===== src/verilog/gate_msg_pkg.sv =====
// constants for the gate driver status and timing message responder
package gate_msg_pkg;

  // message identifiers, low six bits of every header
  localparam logic [5:0] MSG_STATUS_A = 6'h05;
  localparam logic [5:0] MSG_STATUS_B = 6'h06;
  localparam logic [5:0] MSG_SET_TIMING = 6'h07;
  localparam logic [5:0] MSG_GET_TIMING = 6'h08;

  // header kind bits 7:6
  localparam logic [1:0] KIND_NACK = 2'h0;
  localparam logic [1:0] KIND_ACK = 2'h1;
  localparam logic [1:0] KIND_UNSOL = 2'h2;
  // host requests carry this kind in bits 7:6
  localparam logic [1:0] KIND_REQUEST = 2'h2;

  // status b implemented bit positions
  localparam int STB_XUVLO_BIT = 2;
  localparam int STB_XOC_BIT = 3;
  localparam int STB_CFG_LOST_BIT = 4;
  localparam int STB_UV5_BIT = 5;

  // timing field positions
  localparam int DEAD_LSB = 2;
  localparam int DEAD_MSB = 4;
  localparam int BLANK_LSB = 0;
  localparam int BLANK_MSB = 1;
  localparam int RSVD_LSB = 5;

  // reset values
  localparam logic [4:0] TIMING_RESET = 5'h00;
  localparam logic CFG_LOST_RESET = 1'b1;
  localparam logic [7:0] BYTE_ZERO = 8'h00;

  // timing figures
  localparam int CLK_MHZ = 200;
  localparam int DEAD_MAX_NS = 2000;
  localparam int DEAD_STEP_NS = 250;
  localparam int BLANK_MAX_NS = 4000;
  localparam int DEAD_MAX_CYC = DEAD_MAX_NS * CLK_MHZ / 1000;
  localparam int DEAD_STEP_CYC = DEAD_STEP_NS * CLK_MHZ / 1000;
  localparam int BLANK_MAX_CYC = BLANK_MAX_NS * CLK_MHZ / 1000;

endpackage : gate_msg_pkg


===== src/verilog/gate_msg_responder.sv =====
// message responder for status reports and gate timing configuration
// Functional notes
// - status a reply header: 05H not acknowledged, 45H acknowledged.
// - status a may be sent unprompted with header 85H.
// - status a bits 0..4: temp warning, overtemp, input uv, driver ov, input ov.
// - status a bits 5..7: buck overcurrent, buck uv warning, buck brown-out.
// - status b headers: 06H nack, 46H ack, 86H unsolicited.
// - status b bit2 gate uv, bit3 transistor overcurrent, bit5 5 V uv.
// - status b bit4 means configuration lost; reads one after start-up.
// - timing write reply header: 07H nack, 47H ack.
// - dead time in bits 4:2, 000 is 2000 ns, minus 250 ns per code.
// - blanking in bits 1:0: 4 us, 2 us, 1 us, 500 ns.
// - timing read reply header 08H/48H, same layout, bits 7:5 zero.
// - configuration lost set by internal reset, cleared by configuration message.
`timescale 1ns/1ps
`default_nettype none

module gate_msg_responder
(
  // clock and reset
  input  wire logic       i_core_clk,
  input  wire logic       i_rst,
  // decoded request from the link framer
  input  wire logic       i_req_valid,
  input  wire logic [7:0] i_req_cmd,
  input  wire logic [7:0] i_req_data,
  input  wire logic       i_req_error,
  output var  logic       o_req_ready,
  // reply frame to the link framer
  output var  logic       o_tx_valid,
  output var  logic [7:0] o_tx_header,
  output var  logic [7:0] o_tx_payload,
  input  wire logic       i_tx_ready,
  // asynchronous fault detector levels
  input  wire logic [7:0] i_fault_a,
  input  wire logic       i_gate_uv,
  input  wire logic       i_ext_oc,
  input  wire logic       i_ldo5_uv,
  input  wire logic       i_brownout,
  // timing settings to the gate stage
  output var  logic [2:0] o_dead_code,
  output var  logic [1:0] o_blank_code,
  output var  logic [9:0] o_dead_cycles,
  output var  logic [9:0] o_blank_cycles
);

  // ************************************************************
  // functions
  // ************************************************************
  function automatic logic [7:0] header(input logic [1:0] kind, input logic [5:0] id);
    header = {kind, id};
  endfunction : header

  function automatic logic [9:0] dead_cyc(input logic [2:0] code);
    dead_cyc = 10'(gate_msg_pkg::DEAD_MAX_CYC - gate_msg_pkg::DEAD_STEP_CYC * int'(code));
  endfunction : dead_cyc

  function automatic logic [9:0] blank_cyc(input logic [1:0] code);
    blank_cyc = 10'(gate_msg_pkg::BLANK_MAX_CYC >> code);
  endfunction : blank_cyc

  // ************************************************************
  // input synchronisers
  // ************************************************************
  logic [7:0] sync1_a;
  logic [7:0] sync2_a;
  logic [3:0] sync1_b;
  logic [3:0] sync2_b;

  always_ff @(posedge i_core_clk or posedge i_rst)
  begin
    if (i_rst)
    begin
      sync1_a <= 8'h00;
      sync2_a <= 8'h00;
      sync1_b <= 4'h0;
      sync2_b <= 4'h0;
    end
    else
    begin
      sync1_a <= i_fault_a;
      sync2_a <= sync1_a;
      sync1_b <= {i_brownout, i_ldo5_uv, i_ext_oc, i_gate_uv};
      sync2_b <= sync1_b;
    end
  end

  // ************************************************************
  // responder state
  // ************************************************************
  logic [4:0] timing;
  logic       cfg_lost;
  logic [7:0] prev_a;
  logic [7:0] prev_b;
  logic       pend_a;
  logic       pend_b;
  logic       tx_valid;
  logic [7:0] tx_header;
  logic [7:0] tx_payload;
  logic       req_ready;

  logic [4:0] next_timing;
  logic       next_cfg_lost;
  logic       next_pend_a;
  logic       next_pend_b;
  logic       next_tx_valid;
  logic [7:0] next_tx_header;
  logic [7:0] next_tx_payload;
  logic       next_req_ready;

  logic [7:0] stat_a;
  logic [7:0] stat_b;
  logic       req_take;
  logic       cfg_clear;
  logic       sent_a;
  logic       sent_b;

  always_comb
  begin
    // buck flags in the high bits
    stat_a = sync2_a;
    stat_b = gate_msg_pkg::BYTE_ZERO;
    stat_b[gate_msg_pkg::STB_XUVLO_BIT] = sync2_b[0];
    stat_b[gate_msg_pkg::STB_XOC_BIT] = sync2_b[1];
    stat_b[gate_msg_pkg::STB_UV5_BIT] = sync2_b[2];
    stat_b[gate_msg_pkg::STB_CFG_LOST_BIT] = cfg_lost;

    next_timing = timing;
    next_tx_valid = tx_valid;
    next_tx_header = tx_header;
    next_tx_payload = tx_payload;
    cfg_clear = 1'b0;
    sent_a = 1'b0;
    sent_b = 1'b0;
    req_take = i_req_valid && req_ready;

    if (tx_valid && i_tx_ready)
    begin
      next_tx_valid = 1'b0;
    end

    if (req_take && i_req_cmd[7:6] == gate_msg_pkg::KIND_REQUEST)
    begin
      next_tx_payload = gate_msg_pkg::BYTE_ZERO;
      case (i_req_cmd[5:0])
        gate_msg_pkg::MSG_STATUS_A:
        begin
          next_tx_valid = 1'b1;
          next_tx_header = header(i_req_error ? gate_msg_pkg::KIND_NACK
                                              : gate_msg_pkg::KIND_ACK,
                                  gate_msg_pkg::MSG_STATUS_A);
          next_tx_payload = i_req_error ? gate_msg_pkg::BYTE_ZERO : stat_a;
        end
        gate_msg_pkg::MSG_STATUS_B:
        begin
          next_tx_valid = 1'b1;
          next_tx_header = header(i_req_error ? gate_msg_pkg::KIND_NACK
                                              : gate_msg_pkg::KIND_ACK,
                                  gate_msg_pkg::MSG_STATUS_B);
          next_tx_payload = i_req_error ? gate_msg_pkg::BYTE_ZERO : stat_b;
        end
        gate_msg_pkg::MSG_SET_TIMING:
        begin
          // write refused on link error or reserved bits set
          next_tx_valid = 1'b1;
          if (i_req_error || i_req_data[7:gate_msg_pkg::RSVD_LSB] != 3'h0)
          begin
            next_tx_header = header(gate_msg_pkg::KIND_NACK, gate_msg_pkg::MSG_SET_TIMING);
          end
          else
          begin
            // dead time and blanking stored together
            next_timing = i_req_data[gate_msg_pkg::DEAD_MSB:gate_msg_pkg::BLANK_LSB];
            cfg_clear = 1'b1;
            next_tx_header = header(gate_msg_pkg::KIND_ACK, gate_msg_pkg::MSG_SET_TIMING);
            next_tx_payload = {3'h0, i_req_data[gate_msg_pkg::DEAD_MSB:gate_msg_pkg::BLANK_LSB]};
          end
        end
        gate_msg_pkg::MSG_GET_TIMING:
        begin
          next_tx_valid = 1'b1;
          next_tx_header = header(i_req_error ? gate_msg_pkg::KIND_NACK
                                              : gate_msg_pkg::KIND_ACK,
                                  gate_msg_pkg::MSG_GET_TIMING);
          next_tx_payload = i_req_error ? gate_msg_pkg::BYTE_ZERO : {3'h0, timing};
        end
        default:
        begin
          // other messages belong to other responders
          next_tx_valid = next_tx_valid;
        end
      endcase
    end
    else if (!next_tx_valid && !req_take && pend_a)
    begin
      next_tx_valid = 1'b1;
      next_tx_header = header(gate_msg_pkg::KIND_UNSOL, gate_msg_pkg::MSG_STATUS_A);
      next_tx_payload = stat_a;
      sent_a = 1'b1;
    end
    else if (!next_tx_valid && !req_take && pend_b)
    begin
      next_tx_valid = 1'b1;
      next_tx_header = header(gate_msg_pkg::KIND_UNSOL, gate_msg_pkg::MSG_STATUS_B);
      next_tx_payload = stat_b;
      sent_b = 1'b1;
    end

    // a newly raised flag wins over the send that clears the pending bit
    next_pend_a = (pend_a && !sent_a) || |(stat_a & ~prev_a);
    next_pend_b = (pend_b && !sent_b) || |(stat_b & ~prev_b);
    // brown-out sets, set wins over clear
    next_cfg_lost = (cfg_lost && !cfg_clear) || sync2_b[3];
    // requests wait while a reply is still outstanding
    next_req_ready = !next_tx_valid;
  end

  always_ff @(posedge i_core_clk or posedge i_rst)
  begin
    if (i_rst)
    begin
      timing <= gate_msg_pkg::TIMING_RESET;
      cfg_lost <= gate_msg_pkg::CFG_LOST_RESET;
      prev_a <= gate_msg_pkg::BYTE_ZERO;
      prev_b <= gate_msg_pkg::BYTE_ZERO;
      pend_a <= 1'b0;
      pend_b <= 1'b0;
      tx_valid <= 1'b0;
      tx_header <= gate_msg_pkg::BYTE_ZERO;
      tx_payload <= gate_msg_pkg::BYTE_ZERO;
      req_ready <= 1'b0;
    end
    else
    begin
      timing <= next_timing;
      cfg_lost <= next_cfg_lost;
      prev_a <= stat_a;
      prev_b <= stat_b;
      pend_a <= next_pend_a;
      pend_b <= next_pend_b;
      tx_valid <= next_tx_valid;
      tx_header <= next_tx_header;
      tx_payload <= next_tx_payload;
      req_ready <= next_req_ready;
    end
  end

  // ************************************************************
  // timing outputs
  // ************************************************************
  logic [9:0] dead_cycles;
  logic [9:0] blank_cycles;

  always_ff @(posedge i_core_clk or posedge i_rst)
  begin
    if (i_rst)
    begin
      dead_cycles <= 10'(gate_msg_pkg::DEAD_MAX_CYC);
      blank_cycles <= 10'(gate_msg_pkg::BLANK_MAX_CYC);
    end
    else
    begin
      dead_cycles <= dead_cyc(next_timing[gate_msg_pkg::DEAD_MSB:gate_msg_pkg::DEAD_LSB]);
      blank_cycles <= blank_cyc(next_timing[gate_msg_pkg::BLANK_MSB:gate_msg_pkg::BLANK_LSB]);
    end
  end

  assign o_req_ready = req_ready;
  assign o_tx_valid = tx_valid;
  assign o_tx_header = tx_header;
  assign o_tx_payload = tx_payload;
  assign o_dead_code = timing[gate_msg_pkg::DEAD_MSB:gate_msg_pkg::DEAD_LSB];
  assign o_blank_code = timing[gate_msg_pkg::BLANK_MSB:gate_msg_pkg::BLANK_LSB];
  assign o_dead_cycles = dead_cycles;
  assign o_blank_cycles = blank_cycles;

endmodule : gate_msg_responder

`default_nettype wire


===== config.mk =====
export PLATFORM = sky130hd
export DESIGN_NAME = gate_msg_responder
export DESIGN_NICKNAME = d
export VERILOG_FILES = /design/src/verilog/gate_msg_pkg.sv /design/src/verilog/gate_msg_responder.sv
export SDC_FILE = /design/constraint.sdc
export NUM_CORES = 1
export LEC_CHECK = 0
export BUFFER_PORTS_ARGS = -buffer_cell sky130_fd_sc_hd__buf_2
export CELL_PAD_IN_SITES_DETAIL_PLACEMENT = 1
export CELL_PAD_IN_SITES_GLOBAL_PLACEMENT = 1
export CORE_MARGIN = 2
export CORE_UTILIZATION = 44
export DETAILED_ROUTE_END_ITERATION = 16
export PLACE_DENSITY_LB_ADDON = 0.2
export SLEW_MARGIN = 10
export SYNTH_ARGS = -nofsm -noshare
export SYNTH_HDL_FRONTEND = slang
export SYNTH_SLANG_ARGS = --single-unit
export TNS_END_PERCENT = 50

===== constraint.sdc =====
create_clock -name i_core_clk -period 5.5 [get_ports i_core_clk]
set_input_delay 1.1 -clock i_core_clk [delete_from_list [all_inputs] [get_ports i_core_clk]]
set_output_delay 1.1 -clock i_core_clk [all_outputs]
set_load 0.01 [all_outputs]

==> results of run 1 <==
[metrics by stage]
stage	setup WS, ns	cell area (um^2)	hold WS [ns]	utilization [%]
finish	1.63	3590	0.354	53.5
global placement	1.39	3410	0.332	50.8
detailed placement	1.31	3410	0.336	50.8
CTS	1.60	3590	0.355	53.5
global route	1.41	3590	0.360	53.5
floorplan	1.68	3050	0.331	-
[power breakdown]
part | internal, W | switching [W]
clock | 0.000178 | 0.000204
combinational | 0.0000483 | 0.0000697
sequential | 0.000576 | 0.0000196
[registers in the layout, indices dropped and copies added, names as in the netlist]
signal,count
pend_a,1
sync2_b,4
prev_b,4
o_tx_header,6
cfg_lost,1
sync1_a,8
o_req_ready,1
o_tx_valid,1
sync1_b,4
stat_a,8
o_dead_cycles,7
pend_b,1
prev_a,8
timing,4
o_blank_cycles,8
o_tx_payload,8
[area by class of cell]
| type | count | share of cell area (%) |
|---|---|---|
| clock inverters | 5 | 1.11 |
| multi-input cells | 140 | 28.0 |
| flip-flops and latches | 74 | 51.8 |
| repair buffers | 72 | 10.2 |
| inverters | 21 | 2.19 |
| well taps | 80 | 2.79 |
| clock buffers | 11 | 3.93 |
[cells by family after synthesis]
kind of cell	after synthesis	synth area share, %
AO/OA/AOI/OAI	58	13.8
XOR/XNOR	5	1.44
adder cells (fa/ha/maj)	12	4.95
buffers and inverters	38	5.94
flip-flops	74	61.3
multiplexers	5	1.94
other	1	0.124
AND/OR/NAND/NOR	55	10.5
[layer usage]
| layer | wire length [um] | global-route usage (%) |
|---|---|---|
| met1 | 3200 | 26.3 |
| met2 | 3470 | 30.7 |
| met3 | 235 | 4.64 |
| met4 | 99 | 6.82 |
| met5 | 0 | 0 |
[cell usage in the layout (no fill, tap or decap), types with 4 or more instances in the layout]
cell type   n
nand2_1    11
o21ai_0    11
conb_1      5
nand3_1     6
clkbuf_8   10
o22a_1      4
dfrtp_1    67
nand2b_1    4
a22o_1      4
o22ai_1    10
dfstp_2     7
inv_1      20
buf_2      70
a31oi_1     4
a22oi_1     7
ha_1       12
nor2_1     12
[worst paths after layout]
kind,start,endpoint,cells past startpoint
max,i_req_cmd[6],o_dead_cycles[8],9
min,sync1_a[4],stat_a[4],0
max reg2reg,o_req_ready,o_dead_cycles[8],8
min reg2reg,sync1_a[4],stat_a[4],0
max in group asynchronous,i_rst,cfg_lost,3
min in group asynchronous,i_rst,sync2_b[0],2
==> impl_metrics.tcl, run 1 <==
set metrics [dict create \
    status "completed" \
    syn_avg_cell_area_um2 12.2 \
    grt_pass1_wl_mm 11.0 \
    cp-start-kind "input pin" \
    yosys.area.top_type_share_pct 55.3 \
    hp-class "register to register" \
    cts_setup_buffers 0 \
    routed_wl_mm 7.00 \
    wl_per_cell_um 17.4 \
    area_delta_synth_final_pct 18.5 \
    crit_required_ns 5.77 \
    fin_crit_ns 3.87 \
    finalNonFillerCells 403 \
    fill_cells 743 \
    first_pass_iters 4 \
    grt_max_degree 50 \
    drv_cap 0 \
    cts_hold_buf 0 \
    synth_area_leaders "dfrtp_1 55%, dfstp_2 6.1%, ha_1 5.0%" \
    antenna_found_initial 0 \
    clk_pin_slew_ns 0.08 \
    tritoncts "built" \
    die_h_um 87.0 \
    max_freq_ghz 0.258 \
    cts-resized-gates 0 \
    clock_latency_ns 0.34 \
    vias_per_cell 5.31 \
    placementRows 30 \
    fp.coreArea_mm2 0.00672 \
    syn-cell-area_mm2 0.00303 \
    synth.ff_latch_count 74 \
    critPathKind "input pin to register" \
    ir_drop_mv 0.151 \
    maxSlewViolCount 0 \
    crit_top_cell "ha_1" \
    worst_slew_pin_slew_ns 0.996 \
    yosys_warnings 0 \
    cts_max_level 3 \
    fin_nets 363 \
    globalplace.congestion 0.841 \
    io_buffer_count 70 \
    endpoint_kind "register" \
    finalPower_w 0.00109 \
    cts_buffers 9 \
    yosysTopAreaCell "dfrtp_1" \
    critical-path-max-stage-delay_ns 0.62 \
    ant_nets 0 \
    slowest_stage "nor4_4" \
    finalHoldViolCount 0 \
    finalSetupViolCount 0 \
    slew_headroom_pct 33.5 \
    rsz0062_at_grt "no" \
    tns_ns 0 \
    grt_use_total_pct 19.5 \
    initial_core_util_pct 45.1 \
    power_density_mw_per_mm2 305 \
    drc 0 \
    drive_gt1_share_pct 32.5 \
    path_max_fanout 10 \
    critical_path.top_delay_family "simple AND/OR/NAND/NOR gates" \
    arrival_ns 4.13 \
    synth_most_common_cell "dfrtp_1" \
    finClkSkew_ns 0.00765 \
    num_vias 2140 \
    period_share_pct 70.3 \
    yosysSeqAreaShare_pct 61.3 \
    synth_edf_count 0 \
    cts-root-buf "clkbuf_8" \
    n_antenna_cell 0 \
    first_global_vias 2143 \
    gr-total-overflow 0 \
    leakage_nw 1.74 \
    placed_cells 387 \
    async_flop_share_pct 100 \
    dr.first_iter.drc_count 90 \
    dp_hpwl_mm 5.17 \
    clockBufferDepth 2 \
    synth_commonest_cells "67 x dfrtp_1, 21 x inv_1, 12 x ha_1, 12 x nor2_1" \
    worst-path-buf-inv 2 \
    die_area_mm2 0.00757 \
    yosys_most_used_dff "dfrtp_1" \
    ys_types 49 \
    worstPathCellList "buf_2 > nand4b_1 > nor4_4 > mux2i_1 > inv_1 > ha_1 > ha_1 > o311a_1 > xnor2_1" \
    syn_inst 248 \
    io_pins 76 \
    ff_latch_area_mm2 0.00186 \
    multi_input_area_mm2 0.00101 \
    die_w_um 87.0 \
    cts_sinks 74 \
    r2r_slack_ns 2.16 \
]
Note: power is estimated with default switching activity, not from simulation.
==> run 2: changes to the inputs <==
--- a/config.mk
+++ b/config.mk
@@ -9,7 +9,7 @@
 export CELL_PAD_IN_SITES_DETAIL_PLACEMENT = 1
 export CELL_PAD_IN_SITES_GLOBAL_PLACEMENT = 1
 export CORE_MARGIN = 2
-export CORE_UTILIZATION = 44
+export CORE_UTILIZATION = 41
 export DETAILED_ROUTE_END_ITERATION = 16
 export PLACE_DENSITY_LB_ADDON = 0.2
 export SLEW_MARGIN = 10
==> constraint.sdc (replaced) <==
create_clock -name i_core_clk -period 3.81 [get_ports i_core_clk]
set_input_delay 0.762 -clock i_core_clk [delete_from_list [all_inputs] [get_ports i_core_clk]]
set_output_delay 0.762 -clock i_core_clk [all_outputs]
set_load 0.01 [all_outputs]
==> impl_metrics.tcl, run 2 (synthesis results as in run 1) <==
set metrics [dict create \
    status "completed" \
    initial_core_util_pct 42.0 \
    endpoint_kind "register" \
    cts_setup_buffers 0 \
    die_area_mm2 0.00810 \
    routed_wl_mm 7.18 \
    layout_common_cells "70 x buf_2, 67 x dfrtp_1, 20 x inv_1" \
    final_common_cell "buf_2" \
    path_max_fanout 4 \
    maxSlewViolCount 0 \
    wl_per_cell_um 16.8 \
    dr.first_iter.drc_count 90 \
    met2_usage_pct 32.4 \
    clockBufferDepth 2 \
    critPathKind "input pin to register" \
    clock_latency_ns 0.35 \
    max_freq_ghz 0.309 \
    worst_slew_pin_slew_ns 0.913 \
    ant_nets 0 \
    first_pass_iters 4 \
    io_pins 76 \
    worstPathCellList "buf_2 > or4_4 > o41ai_1 > a21boi_1 > ha_1 > ha_1 > o311a_1 > xnor2_1" \
    dp_hpwl_mm 5.28 \
    fill_cells 802 \
    tns_ns 0 \
    finClkSkew_ns 0.00752 \
    slowest_stage "or4_4" \
    worst-path-buf-inv 1 \
    io_buffer_count 70 \
    power_density_mw_per_mm2 481 \
    hold_path_depth 0 \
    fin_crit_ns 3.23 \
    cts-resized-gates 0 \
    crit_required_ns 4.08 \
    arrival_ns 3.50 \
    drive_gt1_share_pct 33.6 \
    dpl_worst_slack_ns 0.280 \
    cts_buffers 9 \
    cts_sinks 74 \
    die_h_um 90.0 \
    drc 0 \
    slew_headroom_pct 39.1 \
    area_delta_synth_final_pct 22.4 \
    grt_use_total_pct 19.2 \
    globalplace.congestion 0.799 \
    finalHoldViolCount 0 \
    gr-max-usage-layer "met2" \
    die_w_um 90.0 \
    grt_pass1_wl_mm 12.1 \
    timing.hold.ws_ns 0.351 \
    critical_path.top_delay_family "compound AO/OA/AOI/OAI gates" \
    path_depth 8 \
    tritoncts "built" \
    grt_max_degree 75 \
    rsz0062_at_grt "no" \
    cts-root-buf "clkbuf_8" \
    met3_usage_pct 3.60 \
    finalSetupViolCount 0 \
    clk_pin_slew_ns 0.08 \
    period_share_pct 84.8 \
    gr-total-overflow 0 \
    fin_ws_ns 0.578 \
    placementRows 31 \
    antenna_found_initial 0 \
    reg2reg_depth 7 \
    leakage_nw 1.79 \
    fp.coreArea_mm2 0.00721 \
    vias_per_cell 5.17 \
    n_antenna_cell 0 \
    critical-path-max-stage-delay_ns 0.57 \
    cts_hold_buf 0 \
    ir_drop_mv 0.303 \
    crit_top_cell "ha_1" \
    first_global_vias 2344 \
    cp-start-kind "input pin" \
    num_vias 2203 \
    gr-usage-met1_pct 24.3 \
    cts_max_level 3 \
    drv_cap 0 \
    hp-class "register to register" \
    fin_nets 367 \
]
-- run 2: routing by layer --
layer / vias up / share of wire (%)
met5: - / 0
met4: 0 / 1.8
met3: 11 / 3.9
met2: 50 / 51
met1: 1129 / 43
li1: 1013 / -
-- run 2: final timing paths --
check,startpoint,endpoint,slack (ns)
setup / recovery,i_req_data[6],o_dead_cycles[8],0.58
hold / removal,sync1_b[3],sync2_b[3],0.35
setup reg to reg,o_req_ready,o_dead_cycles[8],0.97
hold reg to reg,sync1_b[3],sync2_b[3],0.35
max in group asynchronous,i_rst,sync2_b[1],2.55
min in group asynchronous,i_rst,sync1_a[4],0.68
-- run 2: cell type report --
type	count	area (um^2)	share of cell area (%)
sequential	74	1860	50.1
timing repair buffer	76	395	10.6
clock buffer	9	124	3.34
clock inverter	7	124	3.34
multi-input combinational	140	1010	27.1
tap	99	124	3.34
inverter	21	78.8	2.12
-- run 2: metrics by stage --
| step | power, W | utilization (%) | std cells | instance area, um^2 |
|---|---|---|---|---|
| 3_3_place_gp | 0.00104 | 48.0 | 410 | 3470 |
| 3_5_place_dp | 0.00105 | 48.0 | 410 | 3470 |
| 6_report | 0.00179 | 51.5 | 426 | 3710 |
| 5_1_grt | 0.00186 | 51.5 | 426 | 3710 |
| 4_1_cts | 0.00181 | 51.5 | 426 | 3710 |
| 2_1_floorplan | 0.000973 | - | 252 | 3050 |
-- run 2: power by group --
part | switching (W) | total (W) | internal (W)
Combinational | 0.000102 | 0.000172 | 0.0000707
Clock | 0.000311 | 0.000753 | 0.000442
Sequential | 0.0000299 | 0.000861 | 0.000831
==> run 3: changes to the inputs <==
--- a/config.mk
+++ b/config.mk
@@ -5,6 +5,7 @@
 export SDC_FILE = /design/constraint.sdc
 export NUM_CORES = 1
 export LEC_CHECK = 0
+export ABC_AREA = 1
 export BUFFER_PORTS_ARGS = -buffer_cell sky130_fd_sc_hd__buf_2
 export CELL_PAD_IN_SITES_DETAIL_PLACEMENT = 1
 export CELL_PAD_IN_SITES_GLOBAL_PLACEMENT = 1
==> constraint.sdc (replaced) <==
create_clock -name i_core_clk -period 3.1 [get_ports i_core_clk]
set_input_delay 0.62 -clock i_core_clk [delete_from_list [all_inputs] [get_ports i_core_clk]]
set_output_delay 0.62 -clock i_core_clk [all_outputs]
set_load 0.01 [all_outputs]
==> impl_metrics.tcl, run 3 <==
set metrics [dict create \
    maxSlewViolCount 0 \
    hp-class "register to register" \
    globalplace.congestion 0.809 \
    finClkSkew_ns 0.00865 \
    tns_ns 0 \
    grt_max_degree 39 \
    placed_area_mm2 0.00366 \
    period_share_pct 85.0 \
    fin_nets 425 \
    synth_commonest_cells "67 x dfrtp_1, 58 x nand2_1, 36 x inv_1" \
    dr.first_iter.drc_count 66 \
    placementRows 32 \
    fin_crit_ns 2.64 \
    rsz0062_at_grt "no" \
    ir_drop_mv 0.377 \
    synth_most_common_cell "dfrtp_1" \
    drc 0 \
    grt_pass1_wl_mm 11.9 \
    yosys.area.top_type_share_pct 52.2 \
    finalSetupViolCount 0 \
    cts_max_level 3 \
    area_delta_synth_final_pct 20.0 \
    ant_nets 0 \
    yosys_warnings 0 \
    cts_buffers 9 \
    cts_setup_buffers 0 \
    slew_headroom_pct 47.3 \
    vias_per_cell 4.77 \
    syn_avg_cell_area_um2 10.6 \
    clk_pin_slew_ns 0.08 \
    drive_gt1_share_pct 37.7 \
    arrival_ns 2.94 \
    layout_common_cells "70 x buf_2, 67 x dfrtp_1, 58 x nand2_1" \
    initial_core_util_pct 42.0 \
    cts-root-buf "clkbuf_8" \
    n_antenna_cell 0 \
    wl_per_cell_um 14.7 \
    final_common_cell "buf_2" \
    cp-start-kind "register" \
    grt_use_total_pct 18.5 \
    critPathKind "register to register" \
    dp_hpwl_mm 5.55 \
    ys_types 34 \
    leakage_nw 2.03 \
    die_w_um 92.5 \
    syn-cell-area_mm2 0.00321 \
    final_cell_area_mm2 0.00385 \
    routed_wl_mm 7.17 \
    synth_edf_count 0 \
    synth.ff_latch_count 74 \
    syn_inst 303 \
    fp.coreArea_mm2 0.00765 \
    yosys_most_used_dff "dfrtp_1" \
    yosysTopAreaCell "dfrtp_1" \
    die_area_mm2 0.00856 \
    power_density_mw_per_mm2 523 \
    cts-resized-gates 0 \
    max_freq_ghz 0.379 \
    status "completed" \
    tritoncts "built" \
    synth_area_leaders "dfrtp_1 52%, nand2_1 6.8%, dfstp_2 5.7%" \
    clockBufferDepth 2 \
    first_global_vias 2418 \
    first_pass_iters 4 \
    crit_required_ns 3.40 \
    endpoint_kind "register" \
    clock_latency_ns 0.36 \
    gr-total-overflow 0 \
    antenna_found_initial 0 \
    worst_slew_pin_slew_ns 0.790 \
    finalHoldViolCount 0 \
    path_max_fanout 10 \
    cts_hold_buf 0 \
    num_vias 2324 \
    yosysSeqAreaShare_pct 57.9 \
    die_h_um 92.5 \
    drv_cap 0 \
    finalPower_w 0.00202 \
    io_buffer_count 70 \
    async_flop_share_pct 100 \
    io_pins 76 \
    cts_sinks 74 \
]
-- run 3: layout make-up --
cell class / instances / area, um^2
Fill cell: 899 / 3790
Sequential cell: 74 / 1860
Multi-Input combinational cell: 177 / 1120
Timing Repair Buffer: 71 / 370
Inverter: 47 / 185
Clock buffer: 10 / 128
Tap cell: 102 / 128
Clock inverter: 6 / 66.3
-- run 3: worst max-delay path: stages (launching register included) --
cell	delay (ns)
dfrtp_1	0.39
nand2_2	0.08
inv_2	0.06
nand2_4	0.15
clkinv_4	0.14
nand3_2	0.15
inv_1	0.12
o22ai_2	0.25
inv_2	0.11
ha_1	0.31
ha_1	0.36
nor2_1	0.13
nand4_1	0.13
nand2_1	0.10
nand2_1	0.05
nand2_1	0.05
-- run 3: kinds of logic after synthesis --
family	after synthesis	synth area share [%]
simple gates	130	23.0
flops	74	57.9
buf+inv	56	7.79
compound gates	27	5.69
fa+ha+maj	12	4.67
xor+xnor	3	0.818
other cells	1	0.117
-- run 3: per-layer routing --
metal  global-route usage [%]  share of wire (%)  up-vias
met3                     5.37                5.4        9
met4                     6.72                1.6        0
met5                        0                  0        -
li1                         -                  -     1101
met1                     22.9                 43     1160
met2                     30.9                 50       54
-- run 3: path summary, 6_finish.rpt --
| path | startpoint | to | slack (ns) | cells after the start |
|---|---|---|---|---|
| max in group asynchronous | i_rst | o_dead_cycles[7] | 1.96 | 3 |
| setup reg to reg | o_req_ready | o_dead_cycles[8] | 0.46 | 15 |
| hold reg to reg | sync1_a[4] | stat_a[4] | 0.34 | 0 |
| min in group asynchronous | i_rst | sync1_a[5] | 0.41 | 2 |
| hold / removal | sync1_a[4] | stat_a[4] | 0.34 | 0 |
| setup / recovery | o_req_ready | o_dead_cycles[8] | 0.46 | 15 |
-- run 3: through the flow --
stage	hold slack [ns]	worst slack [ns]	util [%]	std cells
after floorplan	0.331	0.585	-	307
after global placement	0.333	0.275	47.9	471
after detailed placement	0.337	0.152	47.9	471
after CTS	0.349	0.468	50.4	487
after global routing	0.346	0.225	50.4	487
final	0.343	0.464	50.4	487
-- run 3: where the power goes --
part	total, W	switching (W)	internal [W]	leakage (nW)
Combinational	0.000231	0.000150	0.0000810	1.08
Clock	0.000737	0.000362	0.000374	0.101
Sequential	0.00105	0.0000293	0.00102	0.849
